--- src/tcs_map.svh ---
// register map, field positions, reset values and divider counts
// assumes an APB slave with word-aligned registers, byte address = index * 4
`ifndef TCS_MAP_SVH
`define TCS_MAP_SVH
// register indices
`define TCS_CTL_IDX 10'h088
`define TCS_CKS_IDX 10'h08e
`define TCS_AUX_IDX 10'h08f
`define TCS_BIT_IDX 10'h090
// reset values
`define TCS_CTL_RST 8'h00
`define TCS_CKS_RST 8'h00
`define TCS_AUX_RST 8'h00
// run and irq control fields
`define TCS_OVF1 7
`define TCS_RUN1 6
`define TCS_OVF0 5
`define TCS_RUN0 4
`define TCS_XF1 3
`define TCS_XT1 2
`define TCS_XF0 1
`define TCS_XT0 0
// clock select fields
`define TCS_T3H 7
`define TCS_T3L 6
`define TCS_T2H 5
`define TCS_T2L 4
`define TCS_T1S 3
`define TCS_T0S 2
`define TCS_PS_HI 1
`define TCS_PS_LO 0
// auxiliary configuration fields
`define TCS_A_CM0 0
`define TCS_A_GT0 1
`define TCS_A_CM1 2
`define TCS_A_GT1 3
`define TCS_A_PL0 4
`define TCS_A_PL1 5
`define TCS_A_X2 6
`define TCS_A_X3 7
// bit operation register fields
`define TCS_BIT_VAL 8
// divider terminal counts
`define TCS_DIV12_LAST 4'hb
`define TCS_DIV4_LAST 2'h3
`define TCS_DIV48_LAST 6'h2f
`define TCS_EXT8_LAST 3'h7
`endif

--- src/tcs_pkg.sv ---
// types shared by the timer clock select and control block
// assumes the map header for numeric constants
`default_nettype none
package tcs_pkg;
  typedef enum logic [1:0] {PS_DIV12, PS_DIV4, PS_DIV48, PS_EXT8} tcs_presc_t;
  typedef struct packed {
    logic t1;
    logic t0;
    logic irq_b;
    logic irq_a;
    logic ext_clk;
  } tcs_pins_t;
  typedef struct packed {
    logic tmr1;
    logic tmr0;
    logic irq1;
    logic irq0;
  } tcs_ack_t;
  typedef struct packed {
    logic t1_ovf;
    logic t0_ovf;
    logic x1_flag;
    logic x0_flag;
  } tcs_flags_t;
  typedef struct packed {
    logic t0;
    logic t1;
    logic t2_lo;
    logic t2_hi;
    logic t3_lo;
    logic t3_hi;
  } tcs_ticks_t;
endpackage
`default_nettype wire

--- src/tcs_sync.sv ---
// three-stage pin synchroniser with agreement filter, one per bit
// assumes asynchronous inputs and one system clock
`timescale 1ns/100ps
`default_nettype none
module tcs_sync #(
  parameter int W = 5
) (
  input wire logic pclk,
  input wire logic presetn,
  input wire logic [W-1:0] din,
  output logic [W-1:0] dout
);
  genvar i;
  generate
    for (i = 0; i < W; i++) begin : g_bit
      logic s1_q, s2_q, s3_q, f_q, f_d;
      always_comb begin
        f_d = (s2_q == s3_q) ? s3_q : f_q;
      end
      always_ff @(posedge pclk or negedge presetn) begin
        if (!presetn) begin
          // pins idle high behind pull-ups: no false edge after reset
          s1_q <= 1'b1;
          s2_q <= 1'b1;
          s3_q <= 1'b1;
          f_q <= 1'b1;
        end else begin
          s1_q <= din[i];
          s2_q <= s1_q;
          s3_q <= s2_q;
          f_q <= f_d;
        end
      end
      assign dout[i] = f_q;
    end
  endgenerate
endmodule // tcs_sync
`default_nettype wire

--- src/tcs_top.sv ---
// timer clock selection, run control, overflow and external irq flags
// assumes an APB master on pclk and timer datapaths that use the ticks
//
// Behaviour
// clock-select bit 7 picks timer 3 high byte clock: 0 external-select, 1 sysclk.
// clock-select bit 6 picks timer 3 (low byte) clock: 0 external-select, 1 sysclk.
// clock-select bit 5 picks timer 2 high byte clock: 0 external-select, 1 sysclk.
// clock-select bit 4 picks timer 2 (low byte) clock: 0 external-select, 1 sysclk.
// clock-select bit 3: timer 1 prescaler or sysclk; ignored in counter mode.
// clock-select bit 2: timer 0 prescaler or sysclk; ignored in counter mode.
// prescale field: sysclk/12, /4, /48, or synchronised external clock /8.
// timer 1 overflow flag set on overflow, cleared by software or vectoring.
// timer 0 overflow flag set on overflow, cleared by software or vectoring.
// timer 1 run bit enables timer 1 counting.
// timer 0 run bit enables timer 0 counting.
// irq 1 flag set on selected edge/level; vector clears only in edge mode.
// irq 0 flag set on selected edge/level; vector clears only in edge mode.
// irq 1 type bit: 0 level, 1 edge; polarity from its own bit.
// irq 0 type bit: 1 edge; polarity from its own bit.
// both clock-select and control registers reset to zero.
// irq 0 type bit 0 means level sensitive.
// single-bit operations on the control register touch only the addressed bits.
// with gate set a timer runs only while run bit and gate input are active.
// timer 2/3 external select: 0 sysclk/12, 1 external clock/8.
// counter mode counts falling edges of the timer's count pin.
//
// Added by the designer: the APB register port.
`timescale 1ns/100ps
`default_nettype none
`include "tcs_map.svh"
module tcs_top (
  input wire logic pclk,
  input wire logic presetn,
  input wire logic psel,
  input wire logic penable,
  input wire logic pwrite,
  input wire logic [11:0] paddr,
  input wire logic [31:0] pwdata,
  output logic [31:0] prdata,
  output logic pready,
  output logic pslverr,
  input wire tcs_pkg::tcs_pins_t pins,
  input wire tcs_pkg::tcs_ack_t vec_ack,
  input wire logic tmr0_ovf,
  input wire logic tmr1_ovf,
  output tcs_pkg::tcs_flags_t flags,
  output tcs_pkg::tcs_ticks_t ticks,
  output logic tmr0_run_en,
  output logic tmr1_run_en
);
  logic [7:0] ctl_q, ctl_d, cks_q, cks_d, aux_q, aux_d, rd_q, rd_d;
  logic [3:0] c12_q, c12_d;
  logic [1:0] c4_q, c4_d;
  logic [5:0] c48_q, c48_d;
  logic [2:0] e8_q, e8_d;
  logic [4:0] flt, prv_q;
  logic acc, wr, hit_ctl, hit_cks, hit_aux, hit_bit, hit;
  logic [7:0] bmask;
  logic act0, act1, act0_p, act1_p, set_x0, set_x1;
  logic ext_rise, t0_fall, t1_fall;
  logic d12, d4, d48, e8, ps_tick;
  tcs_pkg::tcs_presc_t ps;

  tcs_sync #(
    .W(5)
  ) u_sync (
    .pclk(pclk),
    .presetn(presetn),
    .din(pins),
    .dout(flt)
  );

  // bus decode
  assign acc = psel & penable;
  assign wr = acc & pwrite;
  assign hit_ctl = (paddr[11:2] == `TCS_CTL_IDX);
  assign hit_cks = (paddr[11:2] == `TCS_CKS_IDX);
  assign hit_aux = (paddr[11:2] == `TCS_AUX_IDX);
  assign hit_bit = (paddr[11:2] == `TCS_BIT_IDX);
  assign hit = hit_ctl | hit_cks | hit_aux | hit_bit;
  assign pready = acc;
  assign pslverr = acc & ~hit;
  assign prdata = {24'h000000, rd_q};
  assign bmask = pwdata[7:0];

  // pin conditioning, filtered bit order: ext_clk, irq_a, irq_b, t0, t1
  assign ext_rise = flt[0] & ~prv_q[0];
  assign t0_fall = ~flt[3] & prv_q[3];
  assign t1_fall = ~flt[4] & prv_q[4];
  assign act0 = aux_q[`TCS_A_PL0] ? flt[1] : ~flt[1];
  assign act1 = aux_q[`TCS_A_PL1] ? flt[2] : ~flt[2];
  assign act0_p = aux_q[`TCS_A_PL0] ? prv_q[1] : ~prv_q[1];
  assign act1_p = aux_q[`TCS_A_PL1] ? prv_q[2] : ~prv_q[2];
  assign set_x0 = ctl_q[`TCS_XT0] ? (act0 & ~act0_p) : act0;
  assign set_x1 = ctl_q[`TCS_XT1] ? (act1 & ~act1_p) : act1;

  // prescaler taps
  assign d12 = (c12_q == `TCS_DIV12_LAST);
  assign d4 = (c4_q == `TCS_DIV4_LAST);
  assign d48 = (c48_q == `TCS_DIV48_LAST);
  assign e8 = ext_rise & (e8_q == `TCS_EXT8_LAST);
  assign ps = tcs_pkg::tcs_presc_t'(cks_q[`TCS_PS_HI:`TCS_PS_LO]);

  always_comb begin
    case (ps)
      tcs_pkg::PS_DIV12: ps_tick = d12;
      tcs_pkg::PS_DIV4: ps_tick = d4;
      tcs_pkg::PS_DIV48: ps_tick = d48;
      tcs_pkg::PS_EXT8: ps_tick = e8;
      default: ps_tick = 1'b0;
    endcase
  end

  // timer clock enables
  always_comb begin
    ticks.t0 = aux_q[`TCS_A_CM0] ? t0_fall : (cks_q[`TCS_T0S] | ps_tick);
    ticks.t1 = aux_q[`TCS_A_CM1] ? t1_fall : (cks_q[`TCS_T1S] | ps_tick);
    ticks.t2_lo = cks_q[`TCS_T2L] | (aux_q[`TCS_A_X2] ? e8 : d12);
    ticks.t2_hi = cks_q[`TCS_T2H] | (aux_q[`TCS_A_X2] ? e8 : d12);
    ticks.t3_lo = cks_q[`TCS_T3L] | (aux_q[`TCS_A_X3] ? e8 : d12);
    ticks.t3_hi = cks_q[`TCS_T3H] | (aux_q[`TCS_A_X3] ? e8 : d12);
  end

  assign tmr0_run_en = ctl_q[`TCS_RUN0] & (~aux_q[`TCS_A_GT0] | act0);
  assign tmr1_run_en = ctl_q[`TCS_RUN1] & (~aux_q[`TCS_A_GT1] | act1);
  assign flags = {ctl_q[`TCS_OVF1], ctl_q[`TCS_OVF0], ctl_q[`TCS_XF1], ctl_q[`TCS_XF0]};

  // register next values
  always_comb begin
    ctl_d = ctl_q;
    cks_d = cks_q;
    aux_d = aux_q;
    rd_d = rd_q;
    if (wr && hit_ctl) begin
      ctl_d = pwdata[7:0];
    end
    if (wr && hit_bit) begin
      ctl_d = (ctl_q & ~bmask) | ({8{pwdata[`TCS_BIT_VAL]}} & bmask);
    end
    if (wr && hit_cks) begin
      cks_d = pwdata[7:0];
    end
    if (wr && hit_aux) begin
      aux_d = pwdata[7:0];
    end
    if (vec_ack.tmr1) begin
      ctl_d[`TCS_OVF1] = 1'b0;
    end
    if (vec_ack.tmr0) begin
      ctl_d[`TCS_OVF0] = 1'b0;
    end
    if (vec_ack.irq1 && ctl_q[`TCS_XT1]) begin
      ctl_d[`TCS_XF1] = 1'b0;
    end
    if (vec_ack.irq0 && ctl_q[`TCS_XT0]) begin
      ctl_d[`TCS_XF0] = 1'b0;
    end
    // hardware sets win over any clear
    if (tmr1_ovf) begin
      ctl_d[`TCS_OVF1] = 1'b1;
    end
    if (tmr0_ovf) begin
      ctl_d[`TCS_OVF0] = 1'b1;
    end
    if (set_x1) begin
      ctl_d[`TCS_XF1] = 1'b1;
    end
    if (set_x0) begin
      ctl_d[`TCS_XF0] = 1'b1;
    end
    if (psel && !penable && !pwrite) begin
      if (hit_ctl) begin
        rd_d = ctl_q;
      end else if (hit_cks) begin
        rd_d = cks_q;
      end else if (hit_aux) begin
        rd_d = aux_q;
      end else begin
        rd_d = 8'h00;
      end
    end
  end

  // divider next values
  always_comb begin
    c12_d = d12 ? 4'h0 : 4'(c12_q + 4'h1);
    c4_d = 2'(c4_q + 2'h1);
    c48_d = d48 ? 6'h00 : 6'(c48_q + 6'h01);
    e8_d = ext_rise ? 3'(e8_q + 3'h1) : e8_q;
  end

  always_ff @(posedge pclk or negedge presetn) begin
    if (!presetn) begin
      ctl_q <= `TCS_CTL_RST;
      cks_q <= `TCS_CKS_RST;
      aux_q <= `TCS_AUX_RST;
      rd_q <= 8'h00;
      c12_q <= 4'h0;
      c4_q <= 2'h0;
      c48_q <= 6'h00;
      e8_q <= 3'h0;
      prv_q <= 5'h1f;
    end else begin
      ctl_q <= ctl_d;
      cks_q <= cks_d;
      aux_q <= aux_d;
      rd_q <= rd_d;
      c12_q <= c12_d;
      c4_q <= c4_d;
      c48_q <= c48_d;
      e8_q <= e8_d;
      prv_q <= flt;
    end
  end

  property p_ovf1_set;
    @(posedge pclk) disable iff (!presetn)
      tmr1_ovf |=> flags.t1_ovf;
  endproperty
  a_ovf1_set: assert property (p_ovf1_set) else $error("timer1 overflow not set");

  property p_ovf0_set;
    @(posedge pclk) disable iff (!presetn)
      tmr0_ovf |=> flags.t0_ovf;
  endproperty
  a_ovf0_set: assert property (p_ovf0_set) else $error("timer0 overflow not set");

  property p_ovf0_vec;
    @(posedge pclk) disable iff (!presetn)
      vec_ack.tmr0 && !tmr0_ovf |=> !flags.t0_ovf;
  endproperty
  a_ovf0_vec: assert property (p_ovf0_vec) else $error("timer0 overflow not cleared");

  property p_run1;
    @(posedge pclk) disable iff (!presetn)
      !ctl_q[`TCS_RUN1] |-> !tmr1_run_en;
  endproperty
  a_run1: assert property (p_run1) else $error("timer1 runs while stopped");

  property p_run0;
    @(posedge pclk) disable iff (!presetn)
      !ctl_q[`TCS_RUN0] |-> !tmr0_run_en;
  endproperty
  a_run0: assert property (p_run0) else $error("timer0 runs while stopped");

  property p_timer0_gate_enable;
    @(posedge pclk) disable iff (!presetn)
      ctl_q[`TCS_RUN0] && !aux_q[`TCS_A_GT0] |-> tmr0_run_en;
  endproperty
  a_timer0_gate_enable: assert property (p_timer0_gate_enable) else $error("timer0 not enabled");

  property p_timer1_gate_enable;
    @(posedge pclk) disable iff (!presetn)
      aux_q[`TCS_A_GT1] && !act1 |-> !tmr1_run_en;
  endproperty
  a_timer1_gate_enable: assert property (p_timer1_gate_enable) else $error("timer1 runs with gate closed");

  property p_x1_edge;
    @(posedge pclk) disable iff (!presetn)
      ctl_q[`TCS_XT1] && act1 && !act1_p |=> flags.x1_flag;
  endproperty
  a_x1_edge: assert property (p_x1_edge) else $error("irq1 edge missed");

  property p_x0_edge;
    @(posedge pclk) disable iff (!presetn)
      ctl_q[`TCS_XT0] && act0 && !act0_p |=> flags.x0_flag;
  endproperty
  a_x0_edge: assert property (p_x0_edge) else $error("irq0 edge missed");

  property p_x0_lvl;
    @(posedge pclk) disable iff (!presetn)
      !ctl_q[`TCS_XT0] && act0 |=> flags.x0_flag;
  endproperty
  a_x0_lvl: assert property (p_x0_lvl) else $error("irq0 level missed");

  property p_x1_lvl_vec;
    @(posedge pclk) disable iff (!presetn)
      !ctl_q[`TCS_XT1] && act1 && vec_ack.irq1 |=> flags.x1_flag;
  endproperty
  a_x1_lvl_vec: assert property (p_x1_lvl_vec) else $error("irq1 level flag lost");

  property p_rst;
    @(posedge pclk) $rose(presetn) |-> (ctl_q == 8'h00) && (cks_q == 8'h00);
  endproperty
  a_rst: assert property (p_rst) else $error("registers not zero");

  property p_div4;
    @(posedge pclk) disable iff (!presetn)
      ps == tcs_pkg::PS_DIV4 && !cks_q[`TCS_T0S] && !aux_q[`TCS_A_CM0] && ticks.t0
      && !(wr && (hit_cks || hit_aux)) |=> !ticks.t0[*3] ##1 ticks.t0;
  endproperty
  a_div4: assert property (p_div4) else $error("div4 spacing wrong");

  property p_bitop;
    @(posedge pclk) disable iff (!presetn)
      wr && hit_bit && bmask == 8'h10 |=> ctl_q[`TCS_RUN1] == $past(ctl_q[`TCS_RUN1]);
  endproperty
  a_bitop: assert property (p_bitop) else $error("bit op hit other bit");

  property p_t3lo;
    @(posedge pclk) disable iff (!presetn)
      cks_q[`TCS_T3L] |-> ticks.t3_lo;
  endproperty
  a_t3lo: assert property (p_t3lo) else $error("t3 lo not on sysclk");

  property p_t3hi;
    @(posedge pclk) disable iff (!presetn)
      cks_q[`TCS_T3H] |-> ticks.t3_hi;
  endproperty
  a_t3hi: assert property (p_t3hi) else $error("t3 hi not on sysclk");

  property p_t2hi;
    @(posedge pclk) disable iff (!presetn)
      cks_q[`TCS_T2H] |-> ticks.t2_hi;
  endproperty
  a_t2hi: assert property (p_t2hi) else $error("t2 hi not on sysclk");

  property p_t2lo;
    @(posedge pclk) disable iff (!presetn)
      cks_q[`TCS_T2L] |-> ticks.t2_lo;
  endproperty
  a_t2lo: assert property (p_t2lo) else $error("t2 lo not on sysclk");

  property p_t1sys;
    @(posedge pclk) disable iff (!presetn)
      cks_q[`TCS_T1S] && !aux_q[`TCS_A_CM1] |-> ticks.t1;
  endproperty
  a_t1sys: assert property (p_t1sys) else $error("timer1 not on sysclk");

  property p_cnt0;
    @(posedge pclk) disable iff (!presetn)
      aux_q[`TCS_A_CM0] |-> ticks.t0 == t0_fall;
  endproperty
  a_cnt0: assert property (p_cnt0) else $error("counter mode tick wrong");
endmodule // tcs_top
`default_nettype wire

--- config.mk ---
export PLATFORM = sky130hd
export DESIGN_NAME = tcs_top
export DESIGN_NICKNAME = d
export VERILOG_FILES = /design/src/tcs_pkg.sv /design/src/tcs_sync.sv /design/src/tcs_top.sv
export VERILOG_INCLUDE_DIRS = /design/src
export SDC_FILE = /design/constraint.sdc
export NUM_CORES = 1
export LEC_CHECK = 0
export BUFFER_PORTS_ARGS = -buffer_cell sky130_fd_sc_hd__buf_4
export CAP_MARGIN = 20
export CORE_AREA = 2 2 100 78
export DETAILED_ROUTE_END_ITERATION = 7
export DIE_AREA = 0 0 102 80
export PLACE_DENSITY = 0.76
export SLEW_MARGIN = 20
export SYNTH_ARGS = -nofsm -noshare
export SYNTH_HDL_FRONTEND = slang
export SYNTH_SLANG_ARGS = --single-unit
--- constraint.sdc ---
create_clock -name pclk -period 3.4 [get_ports pclk]
set_input_delay 0 -clock pclk [delete_from_list [all_inputs] [get_ports pclk]]
set_output_delay 0 -clock pclk [all_outputs]
set_load 0.02 [all_outputs]
==> metrics, run 1 <==
Tightest Pin Transition between 800 and 900 ps; min Tclk post-route a little over 2000 ps; number of sinks on the clock net a little over 70; setup violators final 0; Post-DP Area approximately 3900 sq um; number of global-route vias before repair about 2400; root buffer cell sky130_fd_sc_hd__clkbuf_8; simple-gate share of the synthesized area ~15%; overall die area just over 8000 sq um; proportion of synthesized area in mux cells under 10%; Worst Hold Path Cells 3; CTS tree built; largest net degree at the start of global routing 73; type of the worst min-delay path in2reg; number of CTS-inserted buffers 9; worst-skew pair later-pin latency roughly 350 ps; Synth Area in Adders about 3.2%; last weighted congestion value of the routability-driven placer about 0.85; commonest cells after routing, fill and taps aside sky130_fd_sc_hd__buf_4 (56), sky130_fd_sc_hd__dfrtp_1 (47), sky130_fd_sc_hd__dfstp_2 (25); relative max-transition margin approximately two fifths; slowest stage delay, CP around 400 ps; standard cell with the maximum stage delay on the critical path sky130_fd_sc_hd__dfrtp_1; Synth Register Bits 72; ports placed on the boundary 106; IO buf count 56; detailed placer's ending HPWL 5.21 mm; number of enable flip-flop cells after synthesis 0; kind of capture point of the worst setup path primary output; Initial Util between 40 and 50%; WS Path Type reg2out; pre-CTS setup slack ~1200 ps; count of unique library cells instantiated by Yosys 48; reg-to-reg critical path endpoint e8_q[2]; Hold Vio Cnt, Final 0; multi-input combinational cell area ~1500 sq um; Endpoint, Worst Hold cks_q[6]; footprint of the flip-flops and latches 1830 sq um; Leakage Power 1.97 nW; number of antenna violations at the first check in global routing 0; GRT Resource Usage Total between 10% and 20%; run status completed; number of inserted filler cells in the final layout 607; signal arrival time at the worst endpoint 2060 ps; Pre-antenna DRT Iters 4; fraction of final layout cells with drive strength greater than 1 about a third; sequential element share of the synthesized area approximately 53%; post-route DRC violation count 0; power density cells about 450 nW/um^2; wire length of the first global-routing pass approximately 12 mm; FP Rows 27; total number of H-tree levels 3; series of cell instances along the critical path ha_1 -> nand3_1 -> o311ai_0 -> o21ai_0 -> a22oi_1 -> buf_4; post-synthesis instance area roughly 3500 sq um; maximum vdd ir drop ~0.32 mV; count of maximum capacitance violations 0; final clock period utilization by the worst path between 60% and 70%; area of all placed cells without fillers 4320 sq um; end-of-flow core utilization between 60% and 70%; Data required, critical path approximately 3400 ps; proportion of synthesized flip-flops having asynchronous set or reset 100%; total number of vias between 2000 and 3000; area overhead of the layout relative to synthesis 23.9%; combinational family with the most area after synthesis simple AND/OR/NAND/NOR gates; core area between 7000 and 8000 sq um; post-route worst setup slack 1340 ps; width of the die 102 um; count of nets left with antenna violations after detail routing 0; R2R Setup Slk approximately 2000 ps; Clock Skew 6.52 ps; GRT Residual Overflow 0; synthesized-area fraction occupied by ao, oa, aoi and oai cells roughly an eighth; post-route setup TNS 0 ps; wire per inst ~15 um; maximum clock insertion buffer count 2; via density per instance roughly 5.3; Synth Flop Type sky130_fd_sc_hd__dfrtp_1; post-layout net count ~450; crit start category register; Max Fanout on Critical Path 4; diode insertion count for antenna repair 0; average instance area after synthesis 11.3 sq um; pins over their slew limit 0; Mapped Cells just over 300; Warnings, synthesis 0; initial detailed-routing violation count 179; most common library cell in the layout ignoring fill and taps sky130_fd_sc_hd__buf_4; Die Y-Extent 80 um; source of the worst register-to-register timing path u_sync.g_bit[0].f_q; unrepaired setup endpoints after global routing false; wire length reported by the detailed router between 7 and 8 mm; Synth Area in XOR/XNOR 1.51%; top achievable clock speed roughly 480 MHz; total setup buffers inserted after CTS 0; number of cell instances on the worst register-to-register path 2; clock-pin slew reported for the worst setup and hold paths after clock tree synthesis roughly 80 ps; launch instance of the worst min-delay path paddr[2]
==> report_power, final <==
part / leakage, nW / internal (mW) / switching (mW)
logic: 0.962 / 0.0964 / 0.108
clock network: 0.123 / 0.460 / 0.335
registers: 0.885 / 0.915 / 0.0264
==> kinds of logic after synthesis <==
group                    count (synthesis)
multiplexers                            19
other                                    1
XOR/XNOR                                 6
AO/OA/AOI/OAI                           69
flip-flops                              72
AND/OR/NAND/NOR                         88
adder cells (fa/ha/maj)                 10
buffers and inverters                   44
==> state kept, by name, summed over array words and instances, names as in the netlist, named ones only <==
name               flops
aux_q                  8
cks_q                  8
rd_q                   8
c48_q                  6
prv_q                  5
u_sync.g_bit.f_q       5
u_sync.g_bit.s1_q      5
u_sync.g_bit.s2_q      5
u_sync.g_bit.s3_q      5
c12_q                  4
ctl_q                  4
e8_q                   3
c4_q                   2
==> routing by layer <==
layer | vias up | GRT usage [%] | wire length, um
met5 | - | 0 | 0
met4 | 0 | 4.13 | 69
met1 | 1255 | 26.8 | 3390
met2 | 86 | 28.6 | 3390
li1 | 1216 | - | -
met3 | 14 | 6.22 | 453
==> worst max-delay path by stage <==
stage	start	end	slack, ps	depth (start not counted)
2_1_floorplan	paddr[7]	aux_q[0]	1600	5
3_3_place_gp	paddr[6]	aux_q[4]	1210	5
3_5_place_dp	paddr[6]	aux_q[3]	1210	5
4_1_cts	c48_q[0]	ticks[4]	1310	6
5_1_grt	c48_q[0]	ticks[4]	1170	6
6_report	c48_q[0]	ticks[4]	1340	6
==> critical path: cells and delay by family (launching register included) <==
family,cells,cell delay (ps)
flip-flops,1,400
AND/OR/NAND/NOR,1,160
buffers and inverters,1,180
adder cells (fa/ha/maj),1,230
AO/OA/AOI/OAI,3,740
==> cell usage after synthesis, drive strengths merged, types with 4 or more instances <==
cell type	number	share of area (%)
a211oi	8	1.7
a21oi	20	2.9
a221oi	4	1.0
a31oi	4	0.72
buf	30	6.5
clkbuf	8	0.86
dfrtp	47	34
dfstp	25	19
ha	5	1.8
inv	6	0.65
maj3	5	1.4
mux2	19	7.0
nand2	17	1.8
nand2b	6	1.1
nand3	4	0.57
nand4	4	0.72
nand4b	9	2.3
nor2	19	2.1
nor2b	7	1.3
o21ai	11	1.6
o31ai	8	1.7
or2	5	0.90
xor2	5	1.3
==> final cells by class <==
cell class | count | area share [%]
multi-input combinational | 216 | 33.8
clock buffer | 10 | 3.45
clock inverter | 6 | 2.00
sequential | 72 | 42.5
timing repair buffer | 78 | 14.8
inverter | 6 | 0.522
tap | 101 | 2.93
==> through the flow <==
step / instances / hold WS, ps / power [mW]
final: 489 / 165 / 1.94
after detailed placement: 451 / 110 / 1.14
after CTS: 489 / 149 / 1.96
after floorplan: 332 / -296 / 1.08
after global routing: 489 / 173 / 2.03
after global placement: 451 / 108 / 1.13
==> repair_timing <==
item                                   in CTS  in global routing
endpoints found under the hold margin      76                  0
resized for setup                           0                  0
setup endpoints to repair                   0                  0
hold buffers                               22                  0
No activity file was read; power rests on OpenSTA's default activity.
==> run 2: changes to the inputs <==
- ABC_AREA: not set -> 1
- CORE_AREA: 2 2 100 78 -> 2 2 101 78
- DIE_AREA: 0 0 102 80 -> 0 0 103 80
- PLACE_DENSITY: 0.76 -> 0.77
- clock period: 3.4 -> 2.09 ns (I/O delays scaled with it)
==> run 2 against run 1 <==
Core utilization increased by 0.41 points. Sequential share of layout area decreased by 0.68 points. Largest cell class unchanged. Cell count increased by 19%. Worst hold slack got worse by 44 ps. Largest power group unchanged. Routed wire length decreased by 2.3%. Die area increased by 0.98%. Non-clock buffer count increased by 2. Global-route usage decreased by 0.26 points. Sequential power increased by 63%. Sequential cell count unchanged.
==> metrics, run 2 <==
setup violators final 0 (unchanged); signal arrival time at the worst endpoint 1850 ps (was 2060 ps); number of antenna violations at the first check in global routing 0 (unchanged); post-layout net count 543 (was 448); core area 7230 sq um (was 7160 sq um); detailed placer's ending HPWL 5.14 mm (was 5.21 mm); count of maximum capacitance violations 0 (unchanged); Mapped Cells 395 (was 309); ports placed on the boundary 106 (unchanged); Warnings, synthesis 0 (unchanged); diode insertion count for antenna repair 0 (unchanged); total number of H-tree levels 3 (unchanged); clock-pin slew reported for the worst setup and hold paths after clock tree synthesis 80 ps (about the same); Initial Util 49.0% (was 48.6%); kind of capture point of the worst setup path primary output (unchanged); number of cell instances on the worst register-to-register path 5 (was 2); registers with the most flip-flops aux_q: 8 flops, cks_q: 8 flops, rd_q: 8 flops (unchanged); Max Fanout on Critical Path 3 (was 4); source of the worst register-to-register timing path ctl_q[7] (was u_sync.g_bit[0].f_q); Clock Skew 10.4 ps (was 6.52 ps); min Tclk post-route around 1900 ps; count of unique library cells instantiated by Yosys 36 (was 48); sequential element share of the synthesized area 51.7% (was 52.6%); Top delay family on crit path flip-flops (was compound AO/OA/AOI/OAI gates); wire per inst 12.2 um (was 15.0 um); width of the die 103 um (was 102 um); worst-skew pair later-pin latency 360 ps (was 350 ps); GRT Resource Usage Total 18.7% (was 19.0%); worst path buffer plus inverter count 2 (was 1); final clock period utilization by the worst path roughly 90%; Tightest Pin Transition 870 ps (was 886 ps); Hold Vio Cnt, Final 0 (unchanged); via density per instance 4.74 (was 5.26); Synth Flop Type sky130_fd_sc_hd__dfrtp_1 (unchanged); FP Rows 27 (unchanged); Data required, critical path 2090 ps (was 3400 ps); largest area contributor in the netlist sky130_fd_sc_hd__dfrtp_1 (unchanged); end-of-flow core utilization 60.7% (was 60.3%); maximum vdd ir drop 0.571 mV (was 0.323 mV); Die Y-Extent 80 um (unchanged); R2R Setup Slk 750 ps (was 1990 ps); standard cell with the maximum stage delay on the critical path sky130_fd_sc_hd__dfrtp_1 (unchanged); number of CTS-inserted buffers 9 (unchanged); last weighted congestion value of the routability-driven placer 0.825 (was 0.846); type of the worst min-delay path in2reg (unchanged); multi-input combinational cell area 1380 sq um (was 1460 sq um); pre-CTS setup slack 596 ps (was 1210 ps); overall power of the completed layout 3.00 mW (was 1.94 mW); wire length reported by the detailed router 7.15 mm (was 7.31 mm); unrepaired setup endpoints after global routing false (unchanged); fraction of final layout cells with drive strength greater than 1 26.7% (was 32.0%); commonest cells after routing, fill and taps aside sky130_fd_sc_hd__nand2_1 (120), sky130_fd_sc_hd__buf_4 (58), sky130_fd_sc_hd__inv_1 (47), sky130_fd_sc_hd__dfrtp_1 (47), sky130_fd_sc_hd__dfstp_2 (25) (was sky130_fd_sc_hd__buf_4 (56), sky130_fd_sc_hd__dfrtp_1 (47), sky130_fd_sc_hd__dfstp_2 (25)); total number of vias 2768 (was 2571); Pre-antenna DRT Iters 4 (unchanged); IO buf count 56 (unchanged); series of cell instances along the critical path ha_1 -> ha_1 -> inv_1 -> nor2_1 -> nand3_1 -> nand3_1 -> o21bai_1 -> nand2_1 -> buf_4 (was ha_1 -> nand3_1 -> o311ai_0 -> o21ai_0 -> a22oi_1 -> buf_4); relative max-transition margin 42.0% (was 40.9%); largest net degree at the start of global routing 73 (unchanged); overall die area 8240 sq um (was 8160 sq um); number of global-route vias before repair 2611 (was 2381); most common library cell in the layout ignoring fill and taps sky130_fd_sc_hd__nand2_1 (was sky130_fd_sc_hd__buf_4); post-CTS resize count 0 (unchanged); post-route worst setup slack 236 ps (was 1340 ps); GRT Residual Overflow 0 (unchanged); worst hold margin 120 ps (was 165 ps); average instance area after synthesis 8.98 sq um (was 11.3 sq um); most frequent cell after synthesis sky130_fd_sc_hd__nand2_1 (was sky130_fd_sc_hd__dfrtp_1); number of sinks on the clock net 72 (unchanged); crit start category register (unchanged); WS Path Type reg2out (unchanged); reg-to-reg critical path endpoint ctl_q[7] (was e8_q[2]); Synth Register Bits 72 (unchanged); most area-consuming cells after synthesis sky130_fd_sc_hd__dfrtp_1 (33%), sky130_fd_sc_hd__dfstp_2 (19%), sky130_fd_sc_hd__nand2_1 (13%) (was sky130_fd_sc_hd__dfrtp_1 (34%), sky130_fd_sc_hd__dfstp_2 (19%), sky130_fd_sc_hd__buf_4 (6.0%)); post-route setup TNS 0 ps (unchanged); area overhead of the layout relative to synthesis 23.7% (was 23.9%); root buffer cell sky130_fd_sc_hd__clkbuf_8 (unchanged); number of enable flip-flop cells after synthesis 0 (unchanged); post-synthesis instance area 3550 sq um (was 3480 sq um); top post-synthesis cells by count sky130_fd_sc_hd__nand2_1 (120), sky130_fd_sc_hd__dfrtp_1 (47), sky130_fd_sc_hd__inv_1 (47), sky130_fd_sc_hd__buf_4 (28), sky130_fd_sc_hd__dfstp_2 (25) (was sky130_fd_sc_hd__dfrtp_1 (47), sky130_fd_sc_hd__buf_4 (28), sky130_fd_sc_hd__dfstp_2 (25), sky130_fd_sc_hd__a21oi_1 (20), sky130_fd_sc_hd__nor2_1 (18)); wire length of the first global-routing pass 11.8 mm (was 11.7 mm); pins over their slew limit 0 (unchanged); Worst Hold Path Cells 5 (was 3); number of inserted filler cells in the final layout 624 (was 607); footprint of the flip-flops and latches 1830 sq um (unchanged); CTS tree built (unchanged); launch instance of the worst min-delay path pwrite (was paddr[2]); slowest stage delay, CP 410 ps (was 400 ps); maximum clock insertion buffer count 2 (unchanged); run status completed (unchanged); top achievable clock speed ~540 MHz; count of nets left with antenna violations after detail routing 0 (unchanged); Leakage Power 2.25 nW (was 1.97 nW); post-route DRC violation count 0 (unchanged); initial detailed-routing violation count 157 (was 179); Yosys top cell area share 33.2% (was 33.8%); total setup buffers inserted after CTS 0 (unchanged); Endpoint, Worst Hold rd_q[6] (was cks_q[6]); proportion of synthesized flip-flops having asynchronous set or reset 100% (unchanged); power density cells 684 nW/um^2 (was 450 nW/um^2)
[run 2: cell count changes in the layout (fill, tap and decap cells not counted), sizes merged, moves of 9 or more]
cell    change
inv        +43
nand3      +21
nand2     +107
mux2       -17
a21oi      -15
nand4b      -9
o21ai      +15
[run 2: power by group]
group / switching, mW / leakage [nW] / internal (mW) / total, mW
Combinational: 0.177 / 1.26 / 0.144 / 0.321
Clock: 0.571 / 0.104 / 0.577 / 1.15
Sequential: 0.0415 / 0.884 / 1.49 / 1.53
[run 2: repair_timing]
action,in CTS,in global routing
setup endpoints to repair,0,0
hold buffers,22,0
hold endpoints to repair,84,0
[run 2: final cells by class]
class,instances,share of cell area [%]
clock buffer,9,2.82
clock inverter,7,1.97
inverter,48,4.16
multi-input combinational,267,31.4
sequential,72,41.8
tap,101,2.88
timing repair buffer,80,14.9
[run 2: kinds of logic (layout without fill, tap and decap cells)]
family          count (synthesis)  in the layout  synth area share (%)
flops                          72             72                  51.7
fa+ha+maj                      10             10                  3.18
mux                             2              2                 0.635
simple gates                  191            191                  24.6
xor+xnor                        3              3                 0.741
buf+inv                        79            144                  11.9
other cells                     1             24                 0.106
compound gates                 37             37                  7.23
[run 2: worst max-delay path by stage]
stage                        startpoint  endpoint  slack, ps  cells after the start
finish                          e8_q[0]  ticks[5]        240                      9
global route                   c12_q[0]  ticks[5]         20                      8
CTS                 u_sync.g_bit[0].f_q  ticks[5]        200                      7
detailed placement              e8_q[0]  ticks[5]        600                      9
global placement               c48_q[0]  ticks[4]        660                     10
floorplan                      c48_q[0]  ticks[4]        840                      9
[run 2: tightest hold or removal path, stage by stage]
cell and delay [ps]:
sky130_fd_sc_hd__buf_4 90, sky130_fd_sc_hd__nor3_2 40, sky130_fd_sc_hd__inv_1 170, sky130_fd_sc_hd__nand2_1 80
sky130_fd_sc_hd__nand2_1 50
[run 2: through the flow]
step / instances / area [sq um]
floorplan: 418 / 3630
global placement: 546 / 3960
detailed placement: 546 / 3960
CTS: 584 / 4390
global route: 584 / 4390
finish: 584 / 4390
[run 2: per-layer routing]
metal	wire length [um]	up-vias	GRT usage, %
li1	-	1366	-
met1	3260	1306	25.8
met2	3300	86	28.0
met3	498	10	6.57
met4	89	0	5.13
met5	0	-	0
